File: src/design/cws_pkg.sv
// Constants, types and default step tables shared by the control write sequencer.
package cws_pkg;

    // Register offsets as seen by the control interface.
    localparam logic [7:0] REG_SLOT_SELECT  = 8'h46;
    localparam logic [7:0] REG_TARGET_DESC  = 8'h47;
    localparam logic [7:0] REG_DATA_DESC    = 8'h48;
    localparam logic [7:0] REG_SEQ_START    = 8'h49;
    localparam logic [7:0] REG_SEQ_STATUS   = 8'h4a;
    localparam logic [7:0] REG_SEQ_PROGRESS = 8'h4b;

    // Field positions.
    localparam int SLOT_IDX_MSB   = 3;
    localparam int ENABLE_BIT     = 8;
    localparam int WIDTH_MSB      = 14;
    localparam int WIDTH_LSB      = 12;
    localparam int POS_MSB        = 11;
    localparam int POS_LSB        = 8;
    localparam int ADDR_MSB       = 7;
    localparam int END_BIT        = 14;
    localparam int DELAY_MSB      = 11;
    localparam int DELAY_LSB      = 8;
    localparam int VALUE_MSB      = 7;
    localparam int CANCEL_BIT     = 9;
    localparam int GO_BIT         = 8;
    localparam int FIRST_MSB      = 5;
    localparam int RUNNING_BIT    = 0;
    localparam int DONE_BIT       = 1;

    // Step memory map.
    localparam logic [5:0] RAM_LAST   = 6'h0f;
    localparam logic [5:0] ROM_LAST   = 6'h3a;
    localparam logic [3:0] SLOT_LAST  = 4'hf;
    localparam logic [7:0] DUMMY_ADDR = 8'hff;

    // Timing: one delay unit is 62.5 us, each step lasts (2^D + 8) units.
    localparam int unsigned STEP_UNIT_PS    = 62500000;
    localparam int unsigned CLK_PERIOD_PS   = 100000;
    localparam int unsigned TICK_CYCLES_DEF = STEP_UNIT_PS / CLK_PERIOD_PS;
    localparam logic [16:0] STEP_FIXED_TICKS = 17'h00008;

    typedef struct packed {
        logic       endFlag;
        logic [3:0] delayCode;
        logic [7:0] writeValue;
        logic [2:0] widthCode;
        logic [3:0] lsbPos;
        logic [7:0] targetAddr;
    } cws_step_t;

    typedef struct packed {
        logic        wrEn;
        logic [7:0]  addr;
        logic [15:0] wrData;
    } cws_reg_req_t;

    typedef struct packed {
        logic [7:0]  addr;
        logic [15:0] mask;
        logic [15:0] data;
    } cws_ctrl_wr_t;

    typedef enum logic [2:0] {ST_LOAD, ST_IDLE, ST_FETCH, ST_EXEC, ST_WAIT} cws_state_t;

    function automatic cws_step_t mkStep(input logic [7:0] a, input logic [2:0] w, input logic [3:0] p,
                                         input logic [7:0] v, input logic [3:0] d, input logic e);
        mkStep = '{endFlag: e, delayCode: d, writeValue: v, widthCode: w, lsbPos: p, targetAddr: a};
    endfunction

    // Power-up RAM contents (0..15) and fixed ROM contents (16..58).
    // Unpopulated locations hold a terminating dummy write so a stray start cannot run away.
    function automatic cws_step_t cwsDefaultStep(input logic [5:0] idx);
        unique case (idx)
            6'h00:   cwsDefaultStep = mkStep(8'h4c, 3'h0, 4'hf, 8'h01, 4'h6, 1'b0);
            6'h01:   cwsDefaultStep = mkStep(8'h01, 3'h2, 4'h7, 8'h07, 4'h0, 1'b0);
            6'h02:   cwsDefaultStep = mkStep(8'h60, 3'h4, 4'h1, 8'h11, 4'h0, 1'b0);
            6'h03:   cwsDefaultStep = mkStep(8'h54, 3'h6, 4'h0, 8'h33, 4'h9, 1'b0);
            6'h04:   cwsDefaultStep = mkStep(8'hff, 3'h0, 4'h0, 8'h00, 4'h5, 1'b0);
            6'h05:   cwsDefaultStep = mkStep(8'hff, 3'h0, 4'h0, 8'h00, 4'h0, 1'b0);
            6'h06:   cwsDefaultStep = mkStep(8'hff, 3'h0, 4'h0, 8'h00, 4'h0, 1'b0);
            6'h07:   cwsDefaultStep = mkStep(8'h60, 3'h5, 4'h2, 8'h3b, 4'h0, 1'b1);
            6'h10:   cwsDefaultStep = mkStep(8'h60, 3'h6, 4'h1, 8'h00, 4'h0, 1'b0);
            6'h11:   cwsDefaultStep = mkStep(8'h54, 3'h1, 4'h0, 8'h00, 4'h0, 1'b0);
            6'h12:   cwsDefaultStep = mkStep(8'h01, 3'h1, 4'h8, 8'h00, 4'h0, 1'b0);
            6'h13:   cwsDefaultStep = mkStep(8'h4c, 3'h0, 4'hf, 8'h00, 4'h0, 1'b0);
            6'h14:   cwsDefaultStep = mkStep(8'h01, 3'h1, 4'hc, 8'h00, 4'h0, 1'b1);
            default: cwsDefaultStep = mkStep(8'hff, 3'h0, 4'h0, 8'h00, 4'h0, 1'b1);
        endcase
    endfunction

endpackage

File: src/design/cws_sequencer.sv
// Control write sequencer: step programming registers, step execution and timing.
//
// Summary of operation
// - Every step names an 8-bit target register address.
// - A 4-bit field places the data LSB anywhere from bit 0 to 15.
// - Width code n writes n+1 bits, fewer where the block would pass bit 15; wider fields need two steps.
// - Only the selected bit block changes; other target bits are preserved.
// - Data is 8 bits; bits above the selected width are ignored.
// - Step time including execution is 62.5 us times (2^D + 8).
// - A step with the end flag stops the sequencer after its delay.
// - Slot index bits 3:0 choose which RAM slot receives descriptor writes.
// - Descriptor layouts: width 14:12, lsb 11:8, address 7:0; end 14, delay 11:8, data 7:0.
// - A write to address FFh touches nothing but still takes its step time.
// - Startup and shutdown default sequences are present after power-up.
// - Programmed RAM steps survive enable changes and software reset.
// - Default startup RAM holds steps 0 to 7, ending at step 7.
// - Default shutdown ROM from step 16 powers stages down, delay code zero.
// - Go bit starts at the 6-bit first-step field; device clears it at end.
// - First-step values 0-15 are RAM, 16-58 ROM, 59-63 reserved.
// - Busy flag at 4Ah bit 0; host control writes blocked while busy.
// - Writing the cancel bit stops the sequence at once.
`timescale 1ns/1ps
module cws_sequencer #(
    parameter int unsigned TICK_CYCLES = cws_pkg::TICK_CYCLES_DEF
) (
    input  wire logic                  internal_system_clock,
    input  wire logic                  rst,
    input  wire logic                  softRst,
    input  wire logic                  sysClkOn,
    input  wire cws_pkg::cws_reg_req_t regReq,
    output logic [15:0]                regRdData,
    output logic                       ctrlWrEn,
    output cws_pkg::cws_ctrl_wr_t      ctrlWr,
    output logic                       hostWriteBlock
);
    import cws_pkg::*;

    cws_state_t   state_r;
    logic [3:0]   slotIdx_r;
    logic         enable_r;
    cws_step_t    desc_r;
    logic         goBit_r;
    logic [5:0]   firstStep_r;
    logic         doneFlag_r;
    logic [5:0]   progress_r;
    logic [5:0]   curIdx_r;
    logic [3:0]   loadIdx_r;
    logic [15:0]  divCnt_r;
    logic [16:0]  tickCnt_r;
    cws_step_t    stepHold_r;
    cws_step_t    memRdStep;
    logic [15:0]  regRdData_r;
    logic         ctrlWrEn_r;
    cws_ctrl_wr_t ctrlWr_r;
    logic         memWrEn;
    logic [3:0]   memWrIdx;
    cws_step_t    memWrStep;
    logic         busy;
    logic         hostWr;
    logic         startReq;
    logic         cancelReq;
    logic         tickPulse;
    logic         stepDone;
    logic         seqEnd;

    function automatic logic [16:0] stepTicks(input logic [3:0] d);
        stepTicks = (17'h00001 << d) + STEP_FIXED_TICKS;
    endfunction

    function automatic logic [15:0] stepMask(input cws_step_t s);
        logic [7:0] low;
        low = 8'((9'h001 << (4'(s.widthCode) + 4'h1)) - 9'h001);
        stepMask = {8'h00, low} << s.lsbPos;
    endfunction

    ////////////////////////////////////////////////////////////////////////////
    assign busy           = (state_r != ST_IDLE);
    assign hostWriteBlock = busy;
    assign hostWr         = regReq.wrEn && !busy;
    assign startReq  = hostWr && regReq.addr == REG_SEQ_START && regReq.wrData[GO_BIT] && enable_r && sysClkOn
                       && regReq.wrData[FIRST_MSB:0] <= ROM_LAST;
    assign cancelReq = busy && state_r != ST_LOAD && regReq.wrEn && regReq.addr == REG_SEQ_START
                       && regReq.wrData[CANCEL_BIT];
    assign tickPulse = sysClkOn && divCnt_r == 16'(TICK_CYCLES - 1);
    assign stepDone  = state_r == ST_WAIT && tickPulse && tickCnt_r == stepTicks(stepHold_r.delayCode) - 17'h00001;
    assign seqEnd    = stepDone && (stepHold_r.endFlag || curIdx_r == ROM_LAST);

    ////////////////////////////////////////////////////////////////////////////
    // Descriptor writes merge the new register into the staged descriptor before copying to RAM,
    // so either register may be written last.
    always_comb begin
        memWrStep = desc_r;
        memWrEn   = 1'b0;
        memWrIdx  = slotIdx_r;
        if (state_r == ST_LOAD) begin
            memWrEn   = 1'b1;
            memWrIdx  = loadIdx_r;
            memWrStep = cwsDefaultStep({2'b00, loadIdx_r});
        end else if (hostWr && regReq.addr == REG_TARGET_DESC) begin
            memWrEn              = 1'b1;
            memWrStep.widthCode  = regReq.wrData[WIDTH_MSB:WIDTH_LSB];
            memWrStep.lsbPos     = regReq.wrData[POS_MSB:POS_LSB];
            memWrStep.targetAddr = regReq.wrData[ADDR_MSB:0];
        end else if (hostWr && regReq.addr == REG_DATA_DESC) begin
            memWrEn              = 1'b1;
            memWrStep.endFlag    = regReq.wrData[END_BIT];
            memWrStep.delayCode  = regReq.wrData[DELAY_MSB:DELAY_LSB];
            memWrStep.writeValue = regReq.wrData[VALUE_MSB:0];
        end
    end

    cws_step_mem u_mem (
        .internal_system_clock (internal_system_clock),
        .wrEn    (memWrEn),
        .wrIdx   (memWrIdx),
        .wrStep  (memWrStep),
        .rdIdx   (curIdx_r),
        .rdStep  (memRdStep)
    );

    ////////////////////////////////////////////////////////////////////////////
    // Programming registers; the step RAM itself is never cleared by either reset.
    always_ff @(posedge internal_system_clock) begin
        if (rst || softRst) begin
            slotIdx_r   <= '0;
            enable_r    <= 1'b0;
            desc_r      <= '0;
            firstStep_r <= '0;
        end else if (hostWr) begin
            unique case (regReq.addr)
                REG_SLOT_SELECT: begin
                    slotIdx_r <= regReq.wrData[SLOT_IDX_MSB:0];
                    enable_r  <= regReq.wrData[ENABLE_BIT];
                end
                REG_TARGET_DESC, REG_DATA_DESC: desc_r <= memWrStep;
                REG_SEQ_START:   firstStep_r <= regReq.wrData[FIRST_MSB:0];
                default: ;
            endcase
        end
    end

    // Sequencer state.
    always_ff @(posedge internal_system_clock) begin
        if (rst) begin
            state_r   <= ST_LOAD;
            loadIdx_r <= '0;
            curIdx_r  <= '0;
        end else if (softRst || cancelReq) begin
            state_r <= (state_r == ST_LOAD) ? ST_LOAD : ST_IDLE;
        end else begin
            unique case (state_r)
                ST_LOAD: begin
                    loadIdx_r <= loadIdx_r + 4'h1;
                    if (loadIdx_r == SLOT_LAST) begin
                        state_r <= ST_IDLE;
                    end
                end
                ST_IDLE: begin
                    if (startReq) begin
                        curIdx_r <= regReq.wrData[FIRST_MSB:0];
                        state_r  <= ST_FETCH;
                    end
                end
                ST_FETCH: if (sysClkOn) state_r <= ST_EXEC;
                ST_EXEC:  if (sysClkOn) state_r <= ST_WAIT;
                ST_WAIT: begin
                    if (seqEnd) begin
                        state_r <= ST_IDLE;
                    end else if (stepDone) begin
                        curIdx_r <= curIdx_r + 6'h01;
                        state_r  <= ST_FETCH;
                    end
                end
            endcase
        end
    end

    // Step timer: the divider gives one tick per delay unit, counted from the fetch cycle.
    always_ff @(posedge internal_system_clock) begin
        if (rst || softRst || !busy || state_r == ST_LOAD || stepDone) begin
            divCnt_r  <= '0;
            tickCnt_r <= '0;
        end else if (tickPulse) begin
            divCnt_r  <= '0;
            tickCnt_r <= tickCnt_r + 17'h00001;
        end else if (sysClkOn) begin
            divCnt_r <= divCnt_r + 16'h0001;
        end
    end

    // Go bit, done flag and progress index.
    always_ff @(posedge internal_system_clock) begin
        if (rst || softRst) begin
            goBit_r    <= 1'b0;
            doneFlag_r <= 1'b0;
            progress_r <= '0;
        end else begin
            if (startReq) begin
                goBit_r <= 1'b1;
            end else if (seqEnd || cancelReq) begin
                goBit_r <= 1'b0;
            end
            if (seqEnd) begin
                doneFlag_r <= 1'b1;
            end else if (hostWr && regReq.addr == REG_SEQ_STATUS && regReq.wrData[DONE_BIT]) begin
                doneFlag_r <= 1'b0;
            end
            if (state_r == ST_EXEC && sysClkOn) begin
                progress_r <= curIdx_r;
            end
        end
    end

    ////////////////////////////////////////////////////////////////////////////
    // Masked write towards the control registers.
    always_ff @(posedge internal_system_clock) begin
        if (rst || softRst) begin
            ctrlWrEn_r <= 1'b0;
            ctrlWr_r   <= '0;
            stepHold_r <= '0;
        end else begin
            ctrlWrEn_r <= 1'b0;
            if (state_r == ST_EXEC && sysClkOn && !cancelReq) begin
                stepHold_r <= memRdStep;
                ctrlWrEn_r <= memRdStep.targetAddr != DUMMY_ADDR;
                ctrlWr_r.addr <= memRdStep.targetAddr;
                ctrlWr_r.mask <= stepMask(memRdStep);
                ctrlWr_r.data <= ({8'h00, memRdStep.writeValue} << memRdStep.lsbPos) & stepMask(memRdStep);
            end
        end
    end

    // Register readback, one cycle after the address.
    always_ff @(posedge internal_system_clock) begin
        if (rst) begin
            regRdData_r <= '0;
        end else begin
            unique case (regReq.addr)
                REG_SLOT_SELECT:  regRdData_r <= 16'({enable_r, 4'h0, slotIdx_r});
                REG_TARGET_DESC:  regRdData_r <= {1'b0, desc_r.widthCode, desc_r.lsbPos, desc_r.targetAddr};
                REG_DATA_DESC:    regRdData_r <= {1'b0, desc_r.endFlag, 2'b00, desc_r.delayCode, desc_r.writeValue};
                REG_SEQ_START:    regRdData_r <= 16'({goBit_r, 2'b00, firstStep_r});
                REG_SEQ_STATUS:   regRdData_r <= 16'({doneFlag_r, busy});
                REG_SEQ_PROGRESS: regRdData_r <= 16'(progress_r);
                default:          regRdData_r <= '0;
            endcase
        end
    end

    assign regRdData = regRdData_r;
    assign ctrlWrEn  = ctrlWrEn_r;
    assign ctrlWr    = ctrlWr_r;

    logic [31:0] periodCnt_r;
    always_ff @(posedge internal_system_clock) begin
        periodCnt_r <= (state_r == ST_FETCH) ? 32'h1 : periodCnt_r + 32'h1;
    end
endmodule

File: src/design/cws_step_mem.sv
// Step descriptor store: 16 writable slots plus the fixed ROM region, registered read.
`timescale 1ns/1ps
module cws_step_mem (
    input  wire logic              internal_system_clock,
    input  wire logic              wrEn,
    input  wire logic [3:0]        wrIdx,
    input  wire cws_pkg::cws_step_t wrStep,
    input  wire logic [5:0]        rdIdx,
    output cws_pkg::cws_step_t      rdStep
);
    import cws_pkg::*;

    // No reset on the array: contents survive software reset; hard reset makes the owner reload the defaults.
    cws_step_t ram [16];

    always_ff @(posedge internal_system_clock) begin
        if (wrEn) begin
            ram[wrIdx] <= wrStep;
        end
    end

    always_ff @(posedge internal_system_clock) begin
        if (rdIdx <= RAM_LAST) begin
            rdStep <= ram[rdIdx[3:0]];
        end else begin
            rdStep <= cwsDefaultStep(rdIdx);
        end
    end

endmodule

File: config.mk
export PLATFORM = sky130hd
export DESIGN_NAME = cws_sequencer
export DESIGN_NICKNAME = d
export VERILOG_FILES = /design/src/design/cws_pkg.sv /design/src/design/cws_sequencer.sv /design/src/design/cws_step_mem.sv
export SDC_FILE = /design/constraint.sdc
export NUM_CORES = 1
export LEC_CHECK = 0
export BUFFER_PORTS_ARGS = -buffer_cell sky130_fd_sc_hd__buf_2
export CORE_MARGIN = 10
export CORE_UTILIZATION = 56
export CTS_CLUSTER_SIZE = 14
export DETAILED_ROUTE_END_ITERATION = 8
export PLACE_DENSITY = 0.76
export SYNTH_ARGS = -nofsm -noshare
export SYNTH_HDL_FRONTEND = slang
export SYNTH_HIERARCHICAL = 1
export SYNTH_SLANG_ARGS = --single-unit
export TNS_END_PERCENT = 100
File: constraint.sdc
create_clock -name internal_system_clock -period 5.05 [get_ports internal_system_clock]
set_clock_uncertainty 0.1 [all_clocks]
set_input_delay 0 -clock internal_system_clock [delete_from_list [all_inputs] [get_ports internal_system_clock]]
set_output_delay 0 -clock internal_system_clock [all_outputs]
set_load 0.05 [all_outputs]
==> results by group, run 1 <==
STA
  – Period utilisation layout: 84.7%
  – Max_slew headroom: 8.55%
  – Worst-margin pin slew: 1370 ps
  – Final Max Slew Viols: 0
  – Final TNS setup: 0 ps
  – Final Hold Viols: 0
  – RSZ-0062 raised after global routing: no
  – Setup violations, final: 0
  – Fmax: between 200 and 250 MHz
  – Post-route minimum period: between 4000 and 5000 ps

Setup path
  – Crit Path Category: in -> reg
  – R2R depth: 8
  – Worst R2R Start: state_r[0]$_SDFFE_PP0P_
  – CP Launch Type: input port
  – Critical path arrival: roughly 4500 ps
  – Crit end category: flop
  – Critical R2R Capture: u_mem/ram[1][18]$_DFFE_PP_
  – CP Max Fanout: 19
  – Setup crit start: regReq[23]
  – WP data required: 5230 ps
  – R2r setup slk: 1110 ps

GRT
  – First-pass GRT wire length: roughly 100 mm
  – Initial antenna violation count: 3
  – Largest net degree at the start of global routing: 75
  – GRT Resource Usage Total: between 20% and 30%
  – Vias in the first global route: 17200
  – GRT overflow: 0

Synth
  – Synth top area share: between 40 and 50%
  – Post-Syn Nets: 2054
  – Synth Register Bits: about 650
  – Yosys warns: 6
  – Post-synth top cells: edfxtp_1 (448), dfxtp_1 (203), nor2_1 (203), nand2_1 (152), a21oi_1 (149)
  – Avg Synthesized Cell Area: between 10 and 15 um^2
  – Count leader, synth: edfxtp_1
  – Fraction of registers with async set/reset: 0%
  – Post-Syn Area: ~27000 um^2
  – Post-synth EDFFs: about 450
  – Post-synthesis sequential area ratio: between 60% and 70%
  – Synth area leaders: edfxtp_1 (50%), dfxtp_1 (15%), mux4_2 (7.2%)
  – Synth cell types: 83
  – Main synth FF type: edfxtp_1
  – Synthesized netlist cell count: ~2000
  – Area leader, netlist: edfxtp_1

Hold path
  – Hold endpoint: regRdData[12]$_SDFF_PP0_
  – Min-delay src: regReq[20]
  – Tightest Hold Check Type: in -> reg
  – Worst Hold Depth: 5

Detailed routing
  – Total vias in the final route: 17600
  – Vias per inst: 6.37
  – Final ANT Viol Nets: 0
  – TritonRoute pass-1 iters: 6
  – DR WL/cell: between 20 and 25 um
  – First-iteration detailed-routing DRC count: roughly 1900
  – Total Wirelength: a little under 70 mm
  – DRC Markers: 0

Power
  – Final Power: 12200 uW
  – Peak supply drop: roughly 0.00023 V
  – Power Density: ~400 nW/um^2
  – Leakage: around 0.01 uW

Floorplanning
  – I/O Pins: 87
  – # rows: 80
  – Initial Utilization: a little under three fifths
  – DIE AREA: about 58000 um^2
  – Die H: about 240 um
  – Core Region: between 40000 and 50000 um^2
  – Die X: roughly 240 um

Job
  – Max Cap Viol: 0

CTS
  – Reg clk slew, reported paths: around 60 ps
  – # H-tree levels: 3
  – CTS tree: built
  – Cts bufs inserted: 68
  – Clk buf depth: 3
  – Count of cells resized by post-cts repair: 0
  – Worst-Skew Late Latency: about 610 ps
  – CTS root buf: clkbuf_16
  – Clk sinks: between 600 and 700

Final layout
  – Share of layout cells above drive strength 1: between 15 and 20%
  – Filler instances: around 3400
  – # diodes: 0
  – Layout Nets: 2148
  – Synthesis-to-layout area growth: 13.2%

Status
  – Status: complete, no violations

Place
  – DP HPWL: 42.4 mm
  – Port Buf Inserts: between 80 and 90
  – Routability cong.: ~0.90
[critical path: stages]
cell and delay (ps):
dlygate4sd3_1 540, buf_2 120, nor4b_2 570, dlygate4sd3_1 750
nand2_1 140, nor3_2 130, buf_4 300, or3_1 220
or3b_2 580, nor2_4 730, buf_4 360
[cells by family after synthesis]
group,after synthesis,synth area share (%)
DFF,651,64.7
and+or+nand+nor,571,10.1
AOI/OAI and AO/OA,350,8.25
muxes,217,12.1
buffers and inverters,159,2.81
xor gates and xnor gates,37,1.20
adders and majority gates,19,0.878
other,2,0.0277
[what timing repair did]
item,in CTS,in global routing
hold buffers,26,0
buffers inserted,0,0
endpoints found under the hold margin,88,0
[stage by stage]
step	instances	worst slack [ps]	cell area, um^2	utilization [%]	hold slack [ps]
finish	2768	773	30700	64.2	46.7
global route	2768	658	30700	64.2	96.2
CTS	2768	832	30700	64.2	38.4
detailed placement	2619	1250	28100	58.9	209
global placement	2619	1300	28100	58.9	206
floorplan	2006	290	27100	-	43.9
[state kept, by name (all words and copies together), names as in the netlist, 5 cells and up, named ones only]
register / cells
regRdData: 15
divCnt_r: 16
firstStep_r: 6
u_mem/ram: 448
curIdx_r: 6
u_mem/rdStep: 28
tickCnt_r: 17
desc_r: 28
ctrlWr: 40
stepHold_r: 5
progress_r: 6
[worst max path at each step]
stage / to
after floorplan: u_mem/ram[0][0]$_DFFE_PP_
after global placement: u_mem/ram[1][6]$_DFFE_PP_
after detailed placement: u_mem/ram[1][2]$_DFFE_PP_
after CTS: u_mem/ram[1][6]$_DFFE_PP_
after global routing: u_mem/ram[1][6]$_DFFE_PP_
final: u_mem/ram[1][18]$_DFFE_PP_
[cell usage in the layout (no fill, tap or decap), drive strengths merged, types with 7 or more instances in the layout]
cell type and n:
mux4 87, a21oi 149, nand3 43, xnor2 24, buf 129, and2 9, nand4 15, o21ai 42
nand2b 17, inv 31, mux2 13, clkbuf 95, or3 12, nor2 203, nor3 40, a31oi 9
nor2b 7, mux2i 117, nand3b 9, xor2 13, nor4 7, ha 19, dlygate4sd3 26, o221ai 11
nor3b 10, a211oi 14, edfxtp 448, o22ai 24, and3 10, nand2 152, a221oi 13, or2 11
o31ai 9, clkinv 16, a22oi 12, dfxtp 203
[per-layer routing]
metal | global-route usage [%] | part of all wire (%)
met2 | 38.7 | 49
met5 | 0 | 0.029
met1 | 30.7 | 39
met3 | 4.77 | 9.2
met4 | 8.88 | 2.9
[final cells by class]
type	count	area, um^2	area share (%)
clock buffers	95	1950	6.35
flip-flops and latches	651	17500	57.2
inverters	28	105	0.343
well taps	615	769	2.51
clock inverters	28	324	1.06
repair buffers	155	1060	3.45
multi-input cells	1196	8930	29.1
[report_power, final]
group          total, uW  switching [uW]  internal [uW]
clock network       5050            2040           3010
logic               1040             707            328
registers           6160             135           6020
total              12200            2880           9370
No activity file was read; power rests on OpenSTA's default activity.
==> run 2: changes to the inputs <==
CORE_UTILIZATION = 60   (was 56)
PLACE_DENSITY = 0.77   (was 0.76)
clock period = 4.07 ns   (was 5.05 ns; I/O delays follow)
==> run 2 against run 1 <==
  * Wire length up 2.3%
  * Largest cell class unchanged
  * Critical path depth down 1
  * Die area down 6.1%
  * Sequential power up 24%
==> results by group, run 2 (same netlist as run 1, synthesis figures left out) <==
Final layout
  – Layout Nets: 2177 (+1.4%)
  – Filler instances: 2911 (-14%)
  – Commonest non-fill, non-tap cell in the layout: edfxtp_1
  – Register area: 17500 um^2 (unchanged)
  – Share of layout cells above drive strength 1: 18.4% (+0.84 points)
  – Leading cell types in the layout, fill and taps excluded: edfxtp_1 (448), dfxtp_1 (200), nor2_1 (189), nand2_1 (152), a21oi_1 (149)
  – Synthesis-to-layout area growth: 13.7%
  – Max reg flops: 448 (unchanged)
  – Post-Layout Inst Area: 30800 um^2 (+0.43%)
  – Post-Layout Cell Count: 2775 (+0.25%)
  – Register with the most flip-flops: u_mem/ram
  – Multi-input logic area: 8950 um^2 (+0.28%)

STA
  – Setup violations, final: 0 (unchanged)
  – Final Hold Viols: 0 (unchanged)
  – Worst-margin pin slew: 1180 ps (-189 ps)
  – Final TNS setup: 0 ps (unchanged)
  – RSZ-0062 raised after global routing: no
  – Max_slew headroom: 20.6% (+12 points)
  – Period utilisation layout: roughly 89%
  – Final Max Slew Viols: 0 (unchanged)
  – Fmax: about 280 MHz
  – Post-route minimum period: 3610 ps

Setup path
  – Critical path arrival: 3740 ps (-720 ps)
  – Crit end category: flop
  – CP Launch Type: input port
  – CP Max Fanout: 28 (+9)
  – Crit Path Category: in -> reg
  – WP data required: 4200 ps (-1030 ps)

Floorplanning
  – Die X: 232 um (-3.1%)
  – Initial Utilization: 61.0% (+4.3 points)
  – I/O Pins: 87 (unchanged)
  – # rows: 77 (-3.8%)
  – DIE AREA: 54000 um^2 (-6.1%)
  – Core Region: 44400 um^2 (-7.0%)
  – Die H: 232 um (-3.1%)

Detailed routing
  – Total vias in the final route: 18000 (+2.0%)
  – Vias per inst: 6.48 (+1.7%)
  – DR WL/cell: 25.3 um (+2.0%)
  – First-iteration detailed-routing DRC count: 2410 (+24%)
  – Total Wirelength: 70.2 mm (+2.3%)
  – Final ANT Viol Nets: 0 (unchanged)
  – DRC Markers: 0 (unchanged)
  – TritonRoute pass-1 iters: 8 (+2)

Hold path
  – Tightest Hold Check Type: in -> reg

Place
  – Port Buf Inserts: 84 (unchanged)
  – DP HPWL: 43.0 mm (+1.4%)
  – Routability cong.: 0.922 (+2.3%)
  – Placed cells: 2627 (+0.31%)
  – Placed inst area: 28400 um^2 (+0.99%)

GRT
  – GRT Resource Usage Total: 25.7% (+2.1 points)
  – Largest net degree at the start of global routing: 77 (+2.7%)
  – Initial antenna violation count: 2 (-1)
  – First-pass GRT wire length: 105 mm (+2.0%)
  – GRT overflow: 0 (unchanged)
  – Vias in the first global route: 17300 (+0.39%)

CTS
  – Clk sinks: 651 (unchanged)
  – Reg clk slew, reported paths: 60 ps (about the same)
  – Cts bufs inserted: 66 (-2.9%)
  – Clk buf depth: 3 (unchanged)
  – CTS root buf: clkbuf_16
  – Worst-Skew Late Latency: 600 ps (about the same)
  – Count of cells resized by post-cts repair: 0 (unchanged)
  – # H-tree levels: 3 (unchanged)
  – CTS tree: built

Power
  – Power Density: 485 nW/um^2 (+21%)
  – Peak supply drop: 0.000358 V (+58%)
  – Leakage: 0.0104 uW (+0.72%)

Job
  – Max Cap Viol: 0 (unchanged)

Status
  – Status: complete, no violations
[run 2: cell count changes in the layout (fill, tap and decap cells not counted), moves of 2 or more]
cell	before	now
inv_6	3	5
clkbuf_8	10	1
nor3_2	5	1
buf_12	3	7
nor3_4	0	4
clkbuf_1	15	18
clkbuf_16	70	67
clkinvlp_4	1	3
buf_4	42	69
diode_2	0	3
[run 2: where the power goes]
part / total [uW] / internal, uW / switching, uW
Sequential: 7660 / 7470 / 189
Combinational: 1330 / 445 / 887
Clock: 5940 / 3460 / 2490
[run 2: cell type report]
| type | instances | share of cell area (%) |
|---|---|---|
| clock inverter | 33 | 1.16 |
| antenna | 3 | 0.0244 |
| tap | 592 | 2.41 |
| timing repair buffer | 186 | 4.35 |
| multi-input combinational | 1196 | 29.1 |
| sequential | 651 | 56.9 |
| inverter | 28 | 0.341 |
| clock buffer | 86 | 5.71 |
[run 2: path summary, 6_finish.rpt]
kind / startpoint / endpoint / slack, ps / depth (start not counted)
worst min register to register: ctrlWr[2]$_SDFFE_PP0P_ / ctrlWr[2]$_SDFFE_PP0P_ / 350 / 2
worst min-delay path: regReq[24] / ctrlWrEn$_SDFF_PP0_ / 50 / 5
worst max-delay path: regReq[20] / u_mem/ram[0][12]$_DFFE_PP_ / 460 / 10
worst max register to register: state_r[0]$_SDFFE_PP0P_ / u_mem/ram[5][6]$_DFFE_PP_ / 590 / 6
[run 2: what timing repair did]
item / in CTS / in global routing
hold buffers: 26 / 0
buffers inserted: 0 / 0
hold endpoints to repair: 154 / 0
[run 2: critical path, cell delays in order]
cell	delay (ps)
dlygate4sd3_1	530
buf_2	120
nor4b_2	590
dlygate4sd3_1	700
nand2_1	150
nor3_2	160
or3_1	220
or3b_2	600
nor3_4	140
buf_4	500
[run 2: per-stage QoR]
stage	util [%]	setup WS (ps)	hold slack (ps)	total power [uW]
after floorplan	-	59.7	43.9	8520
after global placement	63.9	748	212	9000
after detailed placement	63.9	655	221	9060
after CTS	69.3	481	28.1	15000
after global routing	69.3	171	64.1	15400
final	69.3	456	45.3	14900
[run 2: routing by layer]
metal | track usage, % | share of wire [%] | vias up | wire length (um)
met5 | 0 | 0.033 | - | 23
met4 | 9.82 | 3.6 | 4 | 2540
met3 | 5.40 | 9.8 | 193 | 6880
met2 | 41.9 | 48 | 1039 | 33600
met1 | 33.5 | 39 | 8897 | 27100
li1 | - | - | 7859 | -
